===== config.mk =====
export PLATFORM = sky130hd
export DESIGN_NAME = clock_gen_control_regs
export DESIGN_NICKNAME = d
export VERILOG_FILES = /design/src/hdl/input_sync.v /design/src/hdl/field_update.v /design/src/hdl/clock_gen_control_regs.v
export VERILOG_INCLUDE_DIRS = /design/src /design/src/hdl
export SDC_FILE = /design/constraint.sdc
export NUM_CORES = 1
export LEC_CHECK = 0
export BUFFER_PORTS_ARGS = -buffer_cell sky130_fd_sc_hd__buf_2
export CORE_MARGIN = 10
export CORE_UTILIZATION = 45
export DETAILED_ROUTE_END_ITERATION = 8
export PLACE_DENSITY_LB_ADDON = 0.05
export SYNTH_ARGS = -nofsm -noshare
export SYNTH_HDL_FRONTEND = slang
export SYNTH_SLANG_ARGS = --single-unit

===== constraint.sdc =====
create_clock -name clock_in -period 3.15 [get_ports clock_in]
set_clock_uncertainty 0.2 [all_clocks]
set_input_delay 0.4725 -clock clock_in [delete_from_list [all_inputs] [get_ports clock_in]]
set_output_delay 0.4725 -clock clock_in [all_outputs]
set_load 0.02 [all_outputs]

===== src/hdl/clock_gen_defs.vh =====
// Functional notes
// - Bit 7 selects low power or high amplitude
// - Range bit: low gives P=64, high P=1
// - Range bit accepts only first write after reset
// - Range matters only in external-reference modes
// - Bit 5 selects external clock or crystal, write-once
// - Bits 4:3 choose one of four clock modes
// - Bypassed external waits for reference stable status
// - Off mode keeps the mode field unchanged
// - Field write ignored while earlier one pending
// - First mode write 0X blocks later 1X writes
// - Oscillator keep-on rules in off mode
// - Loss-of-clock disable bit turns detection off
// - Lock loss raises interrupt or reset request
// - Clock loss raises interrupt or reset request
// - Multiply code gives N from 4 to 18
// - Divide code gives R as two to the code
// - Reference status shows selected reference
// - Stable status high only when reference good
// - Lock loss status sticky until flag cleared
// - Bit 0 of first register reads zero
`ifndef CLOCK_GEN_DEFS_VH
`define CLOCK_GEN_DEFS_VH
`define CG_ADDR_CTRL1       2'h0
`define CG_ADDR_CTRL2       2'h1
`define CG_ADDR_STATUS      2'h2
`define CG_CTRL1_RESET      8'h00
`define CG_CTRL2_RESET      8'h00
`define CG_C1_HIGH_GAIN     7
`define CG_C1_RANGE         6
`define CG_C1_REF_SEL       5
`define CG_C1_MODE_HI       4
`define CG_C1_MODE_LO       3
`define CG_C1_KEEP_ON       2
`define CG_C1_LOC_DISABLE   1
`define CG_C2_LOL_RESET     7
`define CG_C2_MUL_HI        6
`define CG_C2_MUL_LO        4
`define CG_C2_LOC_RESET     3
`define CG_C2_DIV_HI        2
`define CG_C2_DIV_LO        0
`define CG_MODE_SELF        2'h0
`define CG_MODE_FEI         2'h1
`define CG_MODE_FBE         2'h2
`define CG_MODE_FEE         2'h3
`define CG_PRESCALE_LOW     7'h40
`define CG_PRESCALE_HIGH    7'h01
`define CG_SETTLE_NS        16
`define CG_CLK_PERIOD_NS    4
`endif


===== src/hdl/input_sync.v =====
`timescale 1ns/1ps
// Three-stage synchroniser; output changes once stages two and three agree
module input_sync (
    input  wire clock_in,
    input  wire rst_n_in,
    input  wire async_in,
    output reg  sync_out
);
    reg stage1;
    reg stage2;
    reg stage3;

    // First stage feeds only the second
    always @(posedge clock_in or negedge rst_n_in) begin
        if (!rst_n_in) begin
            stage1   <= 1'b0;
            stage2   <= 1'b0;
            stage3   <= 1'b0;
            sync_out <= 1'b0;
        end else begin
            stage1 <= async_in;
            stage2 <= stage1;
            stage3 <= stage2;
            if (stage2 == stage3)
                sync_out <= stage3;
        end
    end
endmodule


===== src/hdl/field_update.v =====
`timescale 1ns/1ps
`include "clock_gen_defs.vh"
// Holds one control field; a new write is refused until the last one settled
module field_update #(
    parameter WIDTH  = 3,
    parameter SETTLE = 4
) (
    input  wire             clock_in,
    input  wire             rst_n_in,
    input  wire             write_in,
    input  wire [WIDTH-1:0] data_in,
    output reg  [WIDTH-1:0] value_out,
    output wire             busy_out
);
    reg [7:0] settle_count;

    assign busy_out = (settle_count != 8'h00);

    // Settle counter models the cross-domain completion of the write
    always @(posedge clock_in or negedge rst_n_in) begin
        if (!rst_n_in) begin
            value_out    <= {WIDTH{1'b0}};
            settle_count <= 8'h00;
        end else if (write_in && !busy_out) begin
            value_out    <= data_in;
            settle_count <= SETTLE[7:0];
        end else if (busy_out) begin
            settle_count <= settle_count - 8'h01;
        end
    end
endmodule


===== src/hdl/clock_gen_control_regs.v =====
// The Avalon-MM register port and the register addresses are this design's own decisions.
`timescale 1ns/1ps
`include "clock_gen_defs.vh"
// Control-register layer of the internal clock generator
module clock_gen_control_regs (
    input  wire       clock_in,
    input  wire       rst_n_in,
    // Avalon-MM slave
    input  wire [1:0] avs_address_in,
    input  wire       avs_read_in,
    input  wire       avs_write_in,
    input  wire [31:0] avs_writedata_in,
    input  wire [3:0] avs_byteenable_in,
    output reg  [31:0] avs_readdata_out,
    output reg        avs_waitrequest_out,
    // Analog and loop side
    input  wire       ext_ref_good_in,
    input  wire       osc_ready_in,
    input  wire       lock_loss_event_in,
    input  wire       clock_loss_event_in,
    input  wire       off_mode_in,
    input  wire       enable_in,
    output reg        osc_high_gain_out,
    output reg  [6:0] prescale_out,
    output reg        ext_reference_select_out,
    output reg  [1:0] clock_mode_out,
    output reg        osc_enable_out,
    output reg        clock_loss_detect_out,
    output reg  [4:0] multiply_n_out,
    output reg  [7:0] divide_r_out,
    output reg        irq_request_out,
    output reg        reset_request_out
);
    localparam SETTLE = (`CG_SETTLE_NS + `CG_CLK_PERIOD_NS - 1) / `CG_CLK_PERIOD_NS;

    // Software-held bits, write-once tracking, sticky status flags and bus handshake state
    reg       osc_high_gain_select;
    reg       range_bit;
    reg       ext_reference_select;
    reg       osc_keep_on_in_off_mode;
    reg       loss_of_clock_disable;
    reg       lock_loss_reset_enable;
    reg       clock_loss_reset_enable;
    reg       range_written;
    reg       ref_written;
    reg       mode_written;
    reg       ext_modes_blocked;
    reg [1:0] mode_request;
    reg       lock_loss_status;
    reg       clock_loss_status;
    reg       clock_gen_irq_flag;
    reg       ack_pending;

    wire       ext_ref_stable_status;
    wire       osc_ready_sync;
    wire [1:0] clock_mode_select;
    wire [2:0] fll_multiply_field;
    wire [2:0] output_divide_field;
    wire       mode_busy;
    wire       mul_busy;
    wire       div_busy;

    wire wr_c1 = avs_write_in && ack_pending && avs_byteenable_in[0]
                 && avs_address_in == `CG_ADDR_CTRL1;
    wire wr_c2 = avs_write_in && ack_pending && avs_byteenable_in[0]
                 && avs_address_in == `CG_ADDR_CTRL2;
    wire wr_st = avs_write_in && ack_pending && avs_byteenable_in[0]
                 && avs_address_in == `CG_ADDR_STATUS;
    wire [7:0] wd = avs_writedata_in[7:0];
    wire [1:0] wd_mode = wd[`CG_C1_MODE_HI:`CG_C1_MODE_LO];
    // Blocked modes are 1X after a first 0X write
    wire mode_allowed = !(wd_mode[1] && (ext_modes_blocked ||
                          (!mode_written && 1'b0)));
    wire mode_wr = wr_c1 && mode_allowed && !mode_busy;

    input_sync sync_ref (
        .clock_in (clock_in),
        .rst_n_in (rst_n_in),
        .async_in (ext_ref_good_in),
        .sync_out (ext_ref_stable_status)
    );

    input_sync sync_osc (
        .clock_in (clock_in),
        .rst_n_in (rst_n_in),
        .async_in (osc_ready_in),
        .sync_out (osc_ready_sync)
    );

    field_update #(.WIDTH(2), .SETTLE(SETTLE)) mode_field (
        .clock_in  (clock_in),
        .rst_n_in  (rst_n_in),
        .write_in  (wr_c1 && mode_allowed),
        .data_in   (wd_mode),
        .value_out (clock_mode_select),
        .busy_out  (mode_busy)
    );

    field_update #(.WIDTH(3), .SETTLE(SETTLE)) mul_field (
        .clock_in  (clock_in),
        .rst_n_in  (rst_n_in),
        .write_in  (wr_c2),
        .data_in   (wd[`CG_C2_MUL_HI:`CG_C2_MUL_LO]),
        .value_out (fll_multiply_field),
        .busy_out  (mul_busy)
    );

    field_update #(.WIDTH(3), .SETTLE(SETTLE)) div_field (
        .clock_in  (clock_in),
        .rst_n_in  (rst_n_in),
        .write_in  (wr_c2),
        .data_in   (wd[`CG_C2_DIV_HI:`CG_C2_DIV_LO]),
        .value_out (output_divide_field),
        .busy_out  (div_busy)
    );

    // Bus handshake: one wait cycle per access, so each access takes two edges
    always @(posedge clock_in or negedge rst_n_in) begin
        if (!rst_n_in) begin
            ack_pending         <= 1'b0;
            avs_waitrequest_out <= 1'b1;
        end else begin
            ack_pending         <= (avs_read_in || avs_write_in) && !ack_pending;
            avs_waitrequest_out <= !((avs_read_in || avs_write_in) && !ack_pending);
        end
    end

    // Plain control bits and write-once tracking
    always @(posedge clock_in or negedge rst_n_in) begin
        if (!rst_n_in) begin
            osc_high_gain_select    <= 1'b0;
            range_bit               <= 1'b0;
            ext_reference_select    <= 1'b0;
            osc_keep_on_in_off_mode <= 1'b0;
            loss_of_clock_disable   <= 1'b0;
            lock_loss_reset_enable  <= 1'b0;
            clock_loss_reset_enable <= 1'b0;
            range_written           <= 1'b0;
            ref_written             <= 1'b0;
            mode_written            <= 1'b0;
            ext_modes_blocked       <= 1'b0;
        end else begin
            if (wr_c1) begin
                osc_high_gain_select    <= wd[`CG_C1_HIGH_GAIN];
                osc_keep_on_in_off_mode <= wd[`CG_C1_KEEP_ON];
                loss_of_clock_disable   <= wd[`CG_C1_LOC_DISABLE];
                range_written           <= 1'b1;
                ref_written             <= 1'b1;
                if (!range_written)
                    range_bit <= wd[`CG_C1_RANGE];
                if (!ref_written)
                    ext_reference_select <= wd[`CG_C1_REF_SEL];
                if (!mode_written) begin
                    mode_written      <= 1'b1;
                    ext_modes_blocked <= !wd_mode[1];
                end
            end
            if (wr_c2) begin
                lock_loss_reset_enable  <= wd[`CG_C2_LOL_RESET];
                clock_loss_reset_enable <= wd[`CG_C2_LOC_RESET];
            end
        end
    end

    // Sticky loss flags; a new event beats a software clear
    always @(posedge clock_in or negedge rst_n_in) begin
        if (!rst_n_in) begin
            lock_loss_status   <= 1'b0;
            clock_loss_status  <= 1'b0;
            clock_gen_irq_flag <= 1'b0;
        end else begin
            if (lock_loss_event_in)
                lock_loss_status <= 1'b1;
            else if (wr_st && wd[0])
                lock_loss_status <= 1'b0;
            // Clear does not wait for the flag: a reset-routed loss never raises it
            if (clock_loss_event_in && !loss_of_clock_disable)
                clock_loss_status <= 1'b1;
            else if (wr_st && wd[0])
                clock_loss_status <= 1'b0;
            if ((lock_loss_event_in && !lock_loss_reset_enable) ||
                (clock_loss_event_in && !loss_of_clock_disable && !clock_loss_reset_enable))
                clock_gen_irq_flag <= 1'b1;
            else if (wr_st && wd[0])
                clock_gen_irq_flag <= 1'b0;
        end
    end

    // Outputs derived from fields, all registered
    always @(posedge clock_in or negedge rst_n_in) begin
        if (!rst_n_in) begin
            osc_high_gain_out        <= 1'b0;
            prescale_out             <= `CG_PRESCALE_HIGH;
            ext_reference_select_out <= 1'b0;
            clock_mode_out           <= `CG_MODE_SELF;
            osc_enable_out           <= 1'b0;
            clock_loss_detect_out    <= 1'b0;
            multiply_n_out           <= 5'h04;
            divide_r_out             <= 8'h01;
            irq_request_out          <= 1'b0;
            reset_request_out        <= 1'b0;
        end else begin
            osc_high_gain_out        <= osc_high_gain_select;
            ext_reference_select_out <= ext_reference_select;
            clock_loss_detect_out    <= !loss_of_clock_disable;
            // Prescale applies only with an external reference
            if (clock_mode_select[1])
                prescale_out <= range_bit ? `CG_PRESCALE_HIGH : `CG_PRESCALE_LOW;
            else
                prescale_out <= `CG_PRESCALE_HIGH;
            // Mode field is held in off mode; bypass waits for a stable reference
            if (off_mode_in)
                clock_mode_out <= clock_mode_out;
            else if (clock_mode_select == `CG_MODE_FBE && !ext_ref_stable_status)
                clock_mode_out <= clock_mode_out;
            else
                clock_mode_out <= clock_mode_select;
            if (!off_mode_in)
                osc_enable_out <= clock_mode_select[1] && ext_reference_select && osc_ready_sync;
            else if (osc_keep_on_in_off_mode)
                osc_enable_out <= clock_mode_select[1] && ext_reference_select;
            else
                osc_enable_out <= enable_in && clock_mode_select == `CG_MODE_FBE
                                  && ext_reference_select;
            multiply_n_out    <= {1'b0, fll_multiply_field, 1'b0} + 5'h04;
            divide_r_out      <= 8'h01 << output_divide_field;
            irq_request_out   <= clock_gen_irq_flag;
            reset_request_out <= (lock_loss_status && lock_loss_reset_enable)
                              || (clock_loss_status && clock_loss_reset_enable);
        end
    end

    // Read mux; unmapped addresses read zero
    always @(posedge clock_in or negedge rst_n_in) begin
        if (!rst_n_in) begin
            avs_readdata_out <= 32'h00000000;
        end else if (avs_read_in && !ack_pending) begin
            case (avs_address_in)
                `CG_ADDR_CTRL1: avs_readdata_out <= {24'h000000, osc_high_gain_select, range_bit,
                    ext_reference_select, clock_mode_select, osc_keep_on_in_off_mode,
                    loss_of_clock_disable, 1'b0};
                `CG_ADDR_CTRL2: avs_readdata_out <= {24'h000000, lock_loss_reset_enable,
                    fll_multiply_field, clock_loss_reset_enable, output_divide_field};
                `CG_ADDR_STATUS: avs_readdata_out <= {24'h000000, clock_mode_out,
                    ext_reference_select, lock_loss_status, mode_busy | mul_busy | div_busy,
                    clock_loss_status, ext_ref_stable_status, clock_gen_irq_flag};
                default: avs_readdata_out <= 32'h00000000;
            endcase
        end
    end
endmodule


After elaboration in Yosys (flattened, before gate mapping)
Cells that the tools add are included.
W data, S select, Z words.
- eq/ne operators: 5
- reduce and logical (&&, ||, !) cells: 49
- multiplexer cells: 15
- bitwise gates (word level): 5
- shift-type cells: 1
- add/subtract/negate cells: 4
- operators with widths (kind ; count):
    $mux W8 ; 6
    $pmux W8 S3 ; 1
    $reduce_bool A8 Y1 ; 3
    $sub A8 B1 Y8 const B ; 3
    $logic_and A1 B1 Y1 ; 23
    $mux W7 ; 2
    $reduce_bool A2 Y1 ; 6
    $logic_not A1 Y1 ; 11
    $shl A1 B3 Y8 const A ; 1
    $mux W1 ; 6
    $add A4 B3 Y5 const B ; 1
    $eq A2 B2 Y1 const B ; 2
    $reduce_and A2 Y1 ; 2
    $logic_or A1 B1 Y1 ; 3
    $not A1 Y1 ; 3
    $eq A1 B1 Y1 ; 2
    $eq A2 B1 Y1 const B ; 1
    $logic_not A2 Y1 ; 1
    $or A1 B1 Y1 ; 2
- logic and storage cells: 118
- output and inout port bits: 61
- input port bits: 48
- bits in registers: 114

Longest topological paths before layout
- depth in word-level cells: 6
- depth in mapped cells: 6
- mapped depth without buffers: 6

Cells and area by module
A second synthesis with hierarchy kept.
- cell total of the unflattened synthesis: 320
- area, all modules: 3786.1 um2
- by module, submodules not included (module ; times used ; area an instance (um2) ; sequential area each (um2) ; cells an instance):
    clock_gen_control_regs ; 1 ; 1959.4 ; 1106.1 ; 172
    field_update (div_field ...) ; 2 ; 550.5 ; 275.3 ; 47
    field_update (mode_field) ; 1 ; 503.0 ; 250.2 ; 44
    input_sync ; 2 ; 111.4 ; 100.1 ; 5

Least setup slack after synthesis
No wires, ideal clock.
- path kind: reg-to-reg
- from: reg mode_field.settle_count[3]
- to: reg mode_field.value_out[0]
- path buffers: 0
- setup slack: 948 ps
- required time: 2825 ps
- arrival: 1877 ps
- stages on the path, launching flop included: 5
- cell sequence: dfrtp_1 or4_4 or3_4 or2_4 mux2_4
- longest elaborated chain between the ends: 3
- RTL lines (what ; line ; text):
    start: declaration ; field_update.v:15 ; reg [7:0] settle_count;
    start signal: assignment ; field_update.v:26 ; settle_count <= SETTLE[7:0];
    start signal: assignment ; field_update.v:28 ; settle_count <= settle_count - 8'h01;
    $reduce_bool A8 Y1 ; field_update.v:17 ; assign busy_out = (settle_count != 8'h00);
    $logic_not A1 Y1 ; field_update.v:24 ; end else if (write_in && !busy_out) begin
    $logic_and A1 B1 Y1 ; field_update.v:24 ;
    end signal: assignment ; field_update.v:22 ; value_out <= {WIDTH{1'b0}};
    end signal: assignment ; field_update.v:25 ; value_out <= data_in;
    end: declaration ; field_update.v:12 ; output reg [WIDTH-1:0] value_out,
No other way between the ends.
A chain may end at the register's enable or synchronous reset.

Worst setup path in the final report
- from: reg mul_field.settle_count[3]
- to: reg avs_readdata_out[3]
- longest elaborated chain between the ends: 4
- RTL lines (what ; line ; text):
    start: declaration ; field_update.v:15 ;
    start signal: assignment ; field_update.v:26 ;
    start signal: assignment ; field_update.v:28 ;
    $reduce_bool A8 Y1 ; field_update.v:17 ;
    $or A1 B1 Y1 (2 in series) ; clock_gen_control_regs.v:245 ; ext_reference_select, lock_loss_status, mode_busy | mul_busy | div_busy,
    $pmux W8 S3 ; clock_gen_control_regs.v:238 ; case (avs_address_in)
    end signal: assignment ; clock_gen_control_regs.v:239 ; `CG_ADDR_CTRL1: avs_readdata_out <= {24'h000000, osc_high_gain_select, range_bit,
    end signal: assignment ; clock_gen_control_regs.v:242 ; `CG_ADDR_CTRL2: avs_readdata_out <= {24'h000000, lock_loss_reset_enable,
    end signal: assignment ; clock_gen_control_regs.v:244 ; `CG_ADDR_STATUS: avs_readdata_out <= {24'h000000, clock_mode_out,
    end: declaration ; clock_gen_control_regs.v:14 ; output reg [31:0] avs_readdata_out,
No other way between the ends.

==> flow_summary.ini <==
[outcome]
status = completed

[final_layout]
seq_area_mm2 = 0.00211
drive_gt1_share_pct = 26.1
multi_input_area_mm2 = 0.00131
antenna_cells = 0
nNetsFinal = 426
final_cell_area_mm2 = 0.00414
fin_util_pct = 53.3
area_growth_pct = 14.1
nFillCells = 730

[pwr]
pwr-share-clk_pct = 27.2
p_comb_share_pct = 23.0
internal_power_mw = 2.13
p_sw_mw = 1.02
sw_frac_of_total_pct = 32.4
power_density_mw_per_mm2 = 762
pwr-share-seq_pct = 49.9
vdd_drop_max_mv = 0.335
leakage_nw = 2.05

[critical_path]
crit_path_start = mul_field.settle_count[3]
start_kind = flip-flop
ff2ff_path_depth = 4
crit_path_end_kind = flip-flop
worstPathArrival_ns = 2.34
worstPathRequired_ns = 3.19
r2r_end = avs_readdata_out[3]
ff2ff_setup_slack_ns = 0.85
worstReg2RegStart = mul_field.settle_count[3]
crit_path_max_fanout = 8
critPathKind = flip-flop to flip-flop
crit_end = avs_readdata_out[3]

[placed_design]
dp_hpwl_um = 5410
placed_cell_area_mm2 = 0.00389
place.gp.congestion = 0.772
portBuffers = 51

[yosys]
syn_inst = 318
synth_top_cell_area_share_pct = 55.2
synthArstFlopShare_pct = 100
ys_seq_area_share_pct = 58.1
yosys_warnings = 0
synth_seq_cells = 84
synth_edf_count = 0
synth_ff_type = dfrtp_1
syn-cell-area_mm2 = 0.00362
synth_cell_types = 47
synth_area_leader_cell = dfrtp_1
synth.avg_cell_area_um2 = 11.4
synth.area.top_cells = dfrtp_1 55%, buf_4 6.2%, mux2_2 4.3%

[sta]
finalSetupViolCount = 0
period_share_pct = 73.0
hold_ws_ns = 0.0207
tns_ns = 0
relSlewSlack_pct = 56.7
rsz0062_at_grt = no
hold_viol_final = 0
slew_violations = 0
worstMarginPinSlew_ns = 0.649
maxClockFrequency_ghz = 0.435
layout_min_cycle_time_ns = 2.30

[global_route]
antenna_found_initial = 0
grt_max_degree = 47
grt_use_total_pct = 12.5
grt_overflow_total = 0
grt_pass1_wl_um = 11700
grt_pass1_vias = 2282

[hold_path]
hp-class = input port to flip-flop

[clocking]
clockBufferDepth = 2
clock_sinks = 84
cts-root-buf = clkbuf_8
cts_made_buffers = 9
clk_pin_slew_worst_paths_ns = 0.08
htree_levels = 3
tritoncts = done
worstSkewPairLatency_ns = 0.36

[detailed_routing]
wl_per_cell_um = 15.2
vias = 2311
wl_um = 7320
route.detailed.drc = 0
avgViaCountPerCell = 4.80
drt_first_pass_iters = 4
ant_nets = 0
drtIter0Drc = 61

[floorplan]
ioPinCount = 109
die_x_um = 110
dieArea_mm2 = 0.0120
core_mm2 = 0.00777
rows = 32
die_y_um = 110
initial_core_util_pct = 46.7

[run]
drv_cap = 0
sequential cells by signal, summed over array words and instances (netlist names), 3 cells and up:
signal and flops:
mul_field.settle_count 8, mul_field.value_out 3, avs_readdata_out 8, multiply_n_out 4
div_field.value_out 3, mode_field.settle_count 8, div_field.settle_count 8, divide_r_out 8
cells by family after synthesis:
logic type               after synthesis  share of synthesized area [%]
AND/OR/NAND/NOR                       98                           14.9
flip-flops                            84                           58.1
buffers and inverters                 55                           8.84
AO/OA/AOI/OAI                         43                           7.21
multiplexers                          23                           6.97
XOR/XNOR                               8                           1.93
adder cells (fa/ha/maj)                6                           1.93
other                                  1                          0.103
layout make-up:
class	instances	area share (%)
sequential	84	50.9
multi-input combinational	208	31.6
timing repair buffer	56	7.56
clock buffer	11	3.42
tap	102	3.09
clock inverter	5	2.06
inverter	15	1.36
metal layers:
metal | vias to the layer above | wire, µm | part of all wire, % | track usage (%)
met1 | 1108 | 3310 | 45 | 15.9
met3 | 9 | 592 | 8.1 | 5.27
li1 | 1135 | - | - | -
met4 | 0 | 85 | 1.2 | 3.62
met5 | - | 0 | 0 | 0
met2 | 59 | 3340 | 46 | 19.3
power by group through the flow:
stage          Combinational (mW)  Sequential (mW)  Clock [mW]
2_1_floorplan               0.507             1.61           0
5_1_grt                     0.829             1.62       0.927
6_report                    0.724             1.57       0.856
3_3_place_gp                0.710             1.59           0
4_1_cts                     0.736             1.57       0.884
3_5_place_dp                0.732             1.59           0
timing repair:
item | 4_1_cts | 5_1_grt
hold endpoints to repair | 36 | 1
hold buffers | 1 | 1
gates resized for setup | 0 | 0
setup buffers | 0 | 0
critical path, stage by stage (launching register included):
cell and delay (ns):
dfrtp_1 0.44, or4_1 0.62, nor3_4 0.39, a211oi_1 0.13, a2111o_1 0.41
Yosys cell counts (2+ instances only):
| cell type | instances |
|---|---|
| nand2b_1 | 6 |
| a21oi_1 | 9 |
| nand3_1 | 8 |
| nor3_1 | 9 |
| dfstp_2 | 4 |
| ha_1 | 4 |
| and3_1 | 3 |
| o21ai_0 | 21 |
| maj3_1 | 2 |
| nor2_1 | 19 |
| or2_2 | 3 |
| mux2_2 | 14 |
| inv_1 | 15 |
| clkbuf_1 | 9 |
| nor2b_1 | 4 |
| nor4_1 | 6 |
| buf_4 | 30 |
| or3_1 | 3 |
| a21o_1 | 2 |
| nor3b_1 | 4 |
| nand2_1 | 21 |
| mux2i_1 | 8 |
| a211oi_1 | 2 |
| dfrtp_1 | 80 |
| xor2_1 | 8 |
| and3b_1 | 3 |
metrics by stage:
step | total power [mW] | worst slack, ns | std cells
after floorplan | 2.11 | 0.948 | 347
after global placement | 2.30 | 0.863 | 463
after detailed placement | 2.32 | 0.852 | 463
after CTS | 3.19 | 0.822 | 480
after global routing | 3.38 | 0.721 | 481
final | 3.15 | 0.851 | 481
worst min-delay path by stage:
| stage | startpoint | endpoint | slack, ns | cells after the start |
|---|---|---|---|---|
| floorplan | rst_n_in | ack_pending | -0.02 | 0 |
| global placement | sync_osc.stage1 | sync_osc.stage2 | 0.14 | 0 |
| detailed placement | sync_ref.stage1 | sync_ref.stage2 | 0.14 | 0 |
| CTS | osc_ready_in | sync_osc.stage1 | 0.004 | 1 |
| global route | ext_ref_good_in | sync_ref.stage1 | 0.008 | 1 |
| finish | ext_ref_good_in | sync_ref.stage1 | 0.02 | 1 |
cells in the final DEF (no fill, tap or decap), types with 6 or more instances in the layout:
cell / count
a21oi_1: 9
buf_2: 50
clkbuf_8: 10
conb_1: 30
dfrtp_1: 80
inv_1: 15
mux2_2: 14
mux2i_1: 8
nand2_1: 21
nand2b_1: 6
nand3_1: 8
nor2_1: 19
nor3_1: 9
nor4_1: 6
o21ai_0: 21
xor2_1: 8
Power figures use the tool's default switching activity.
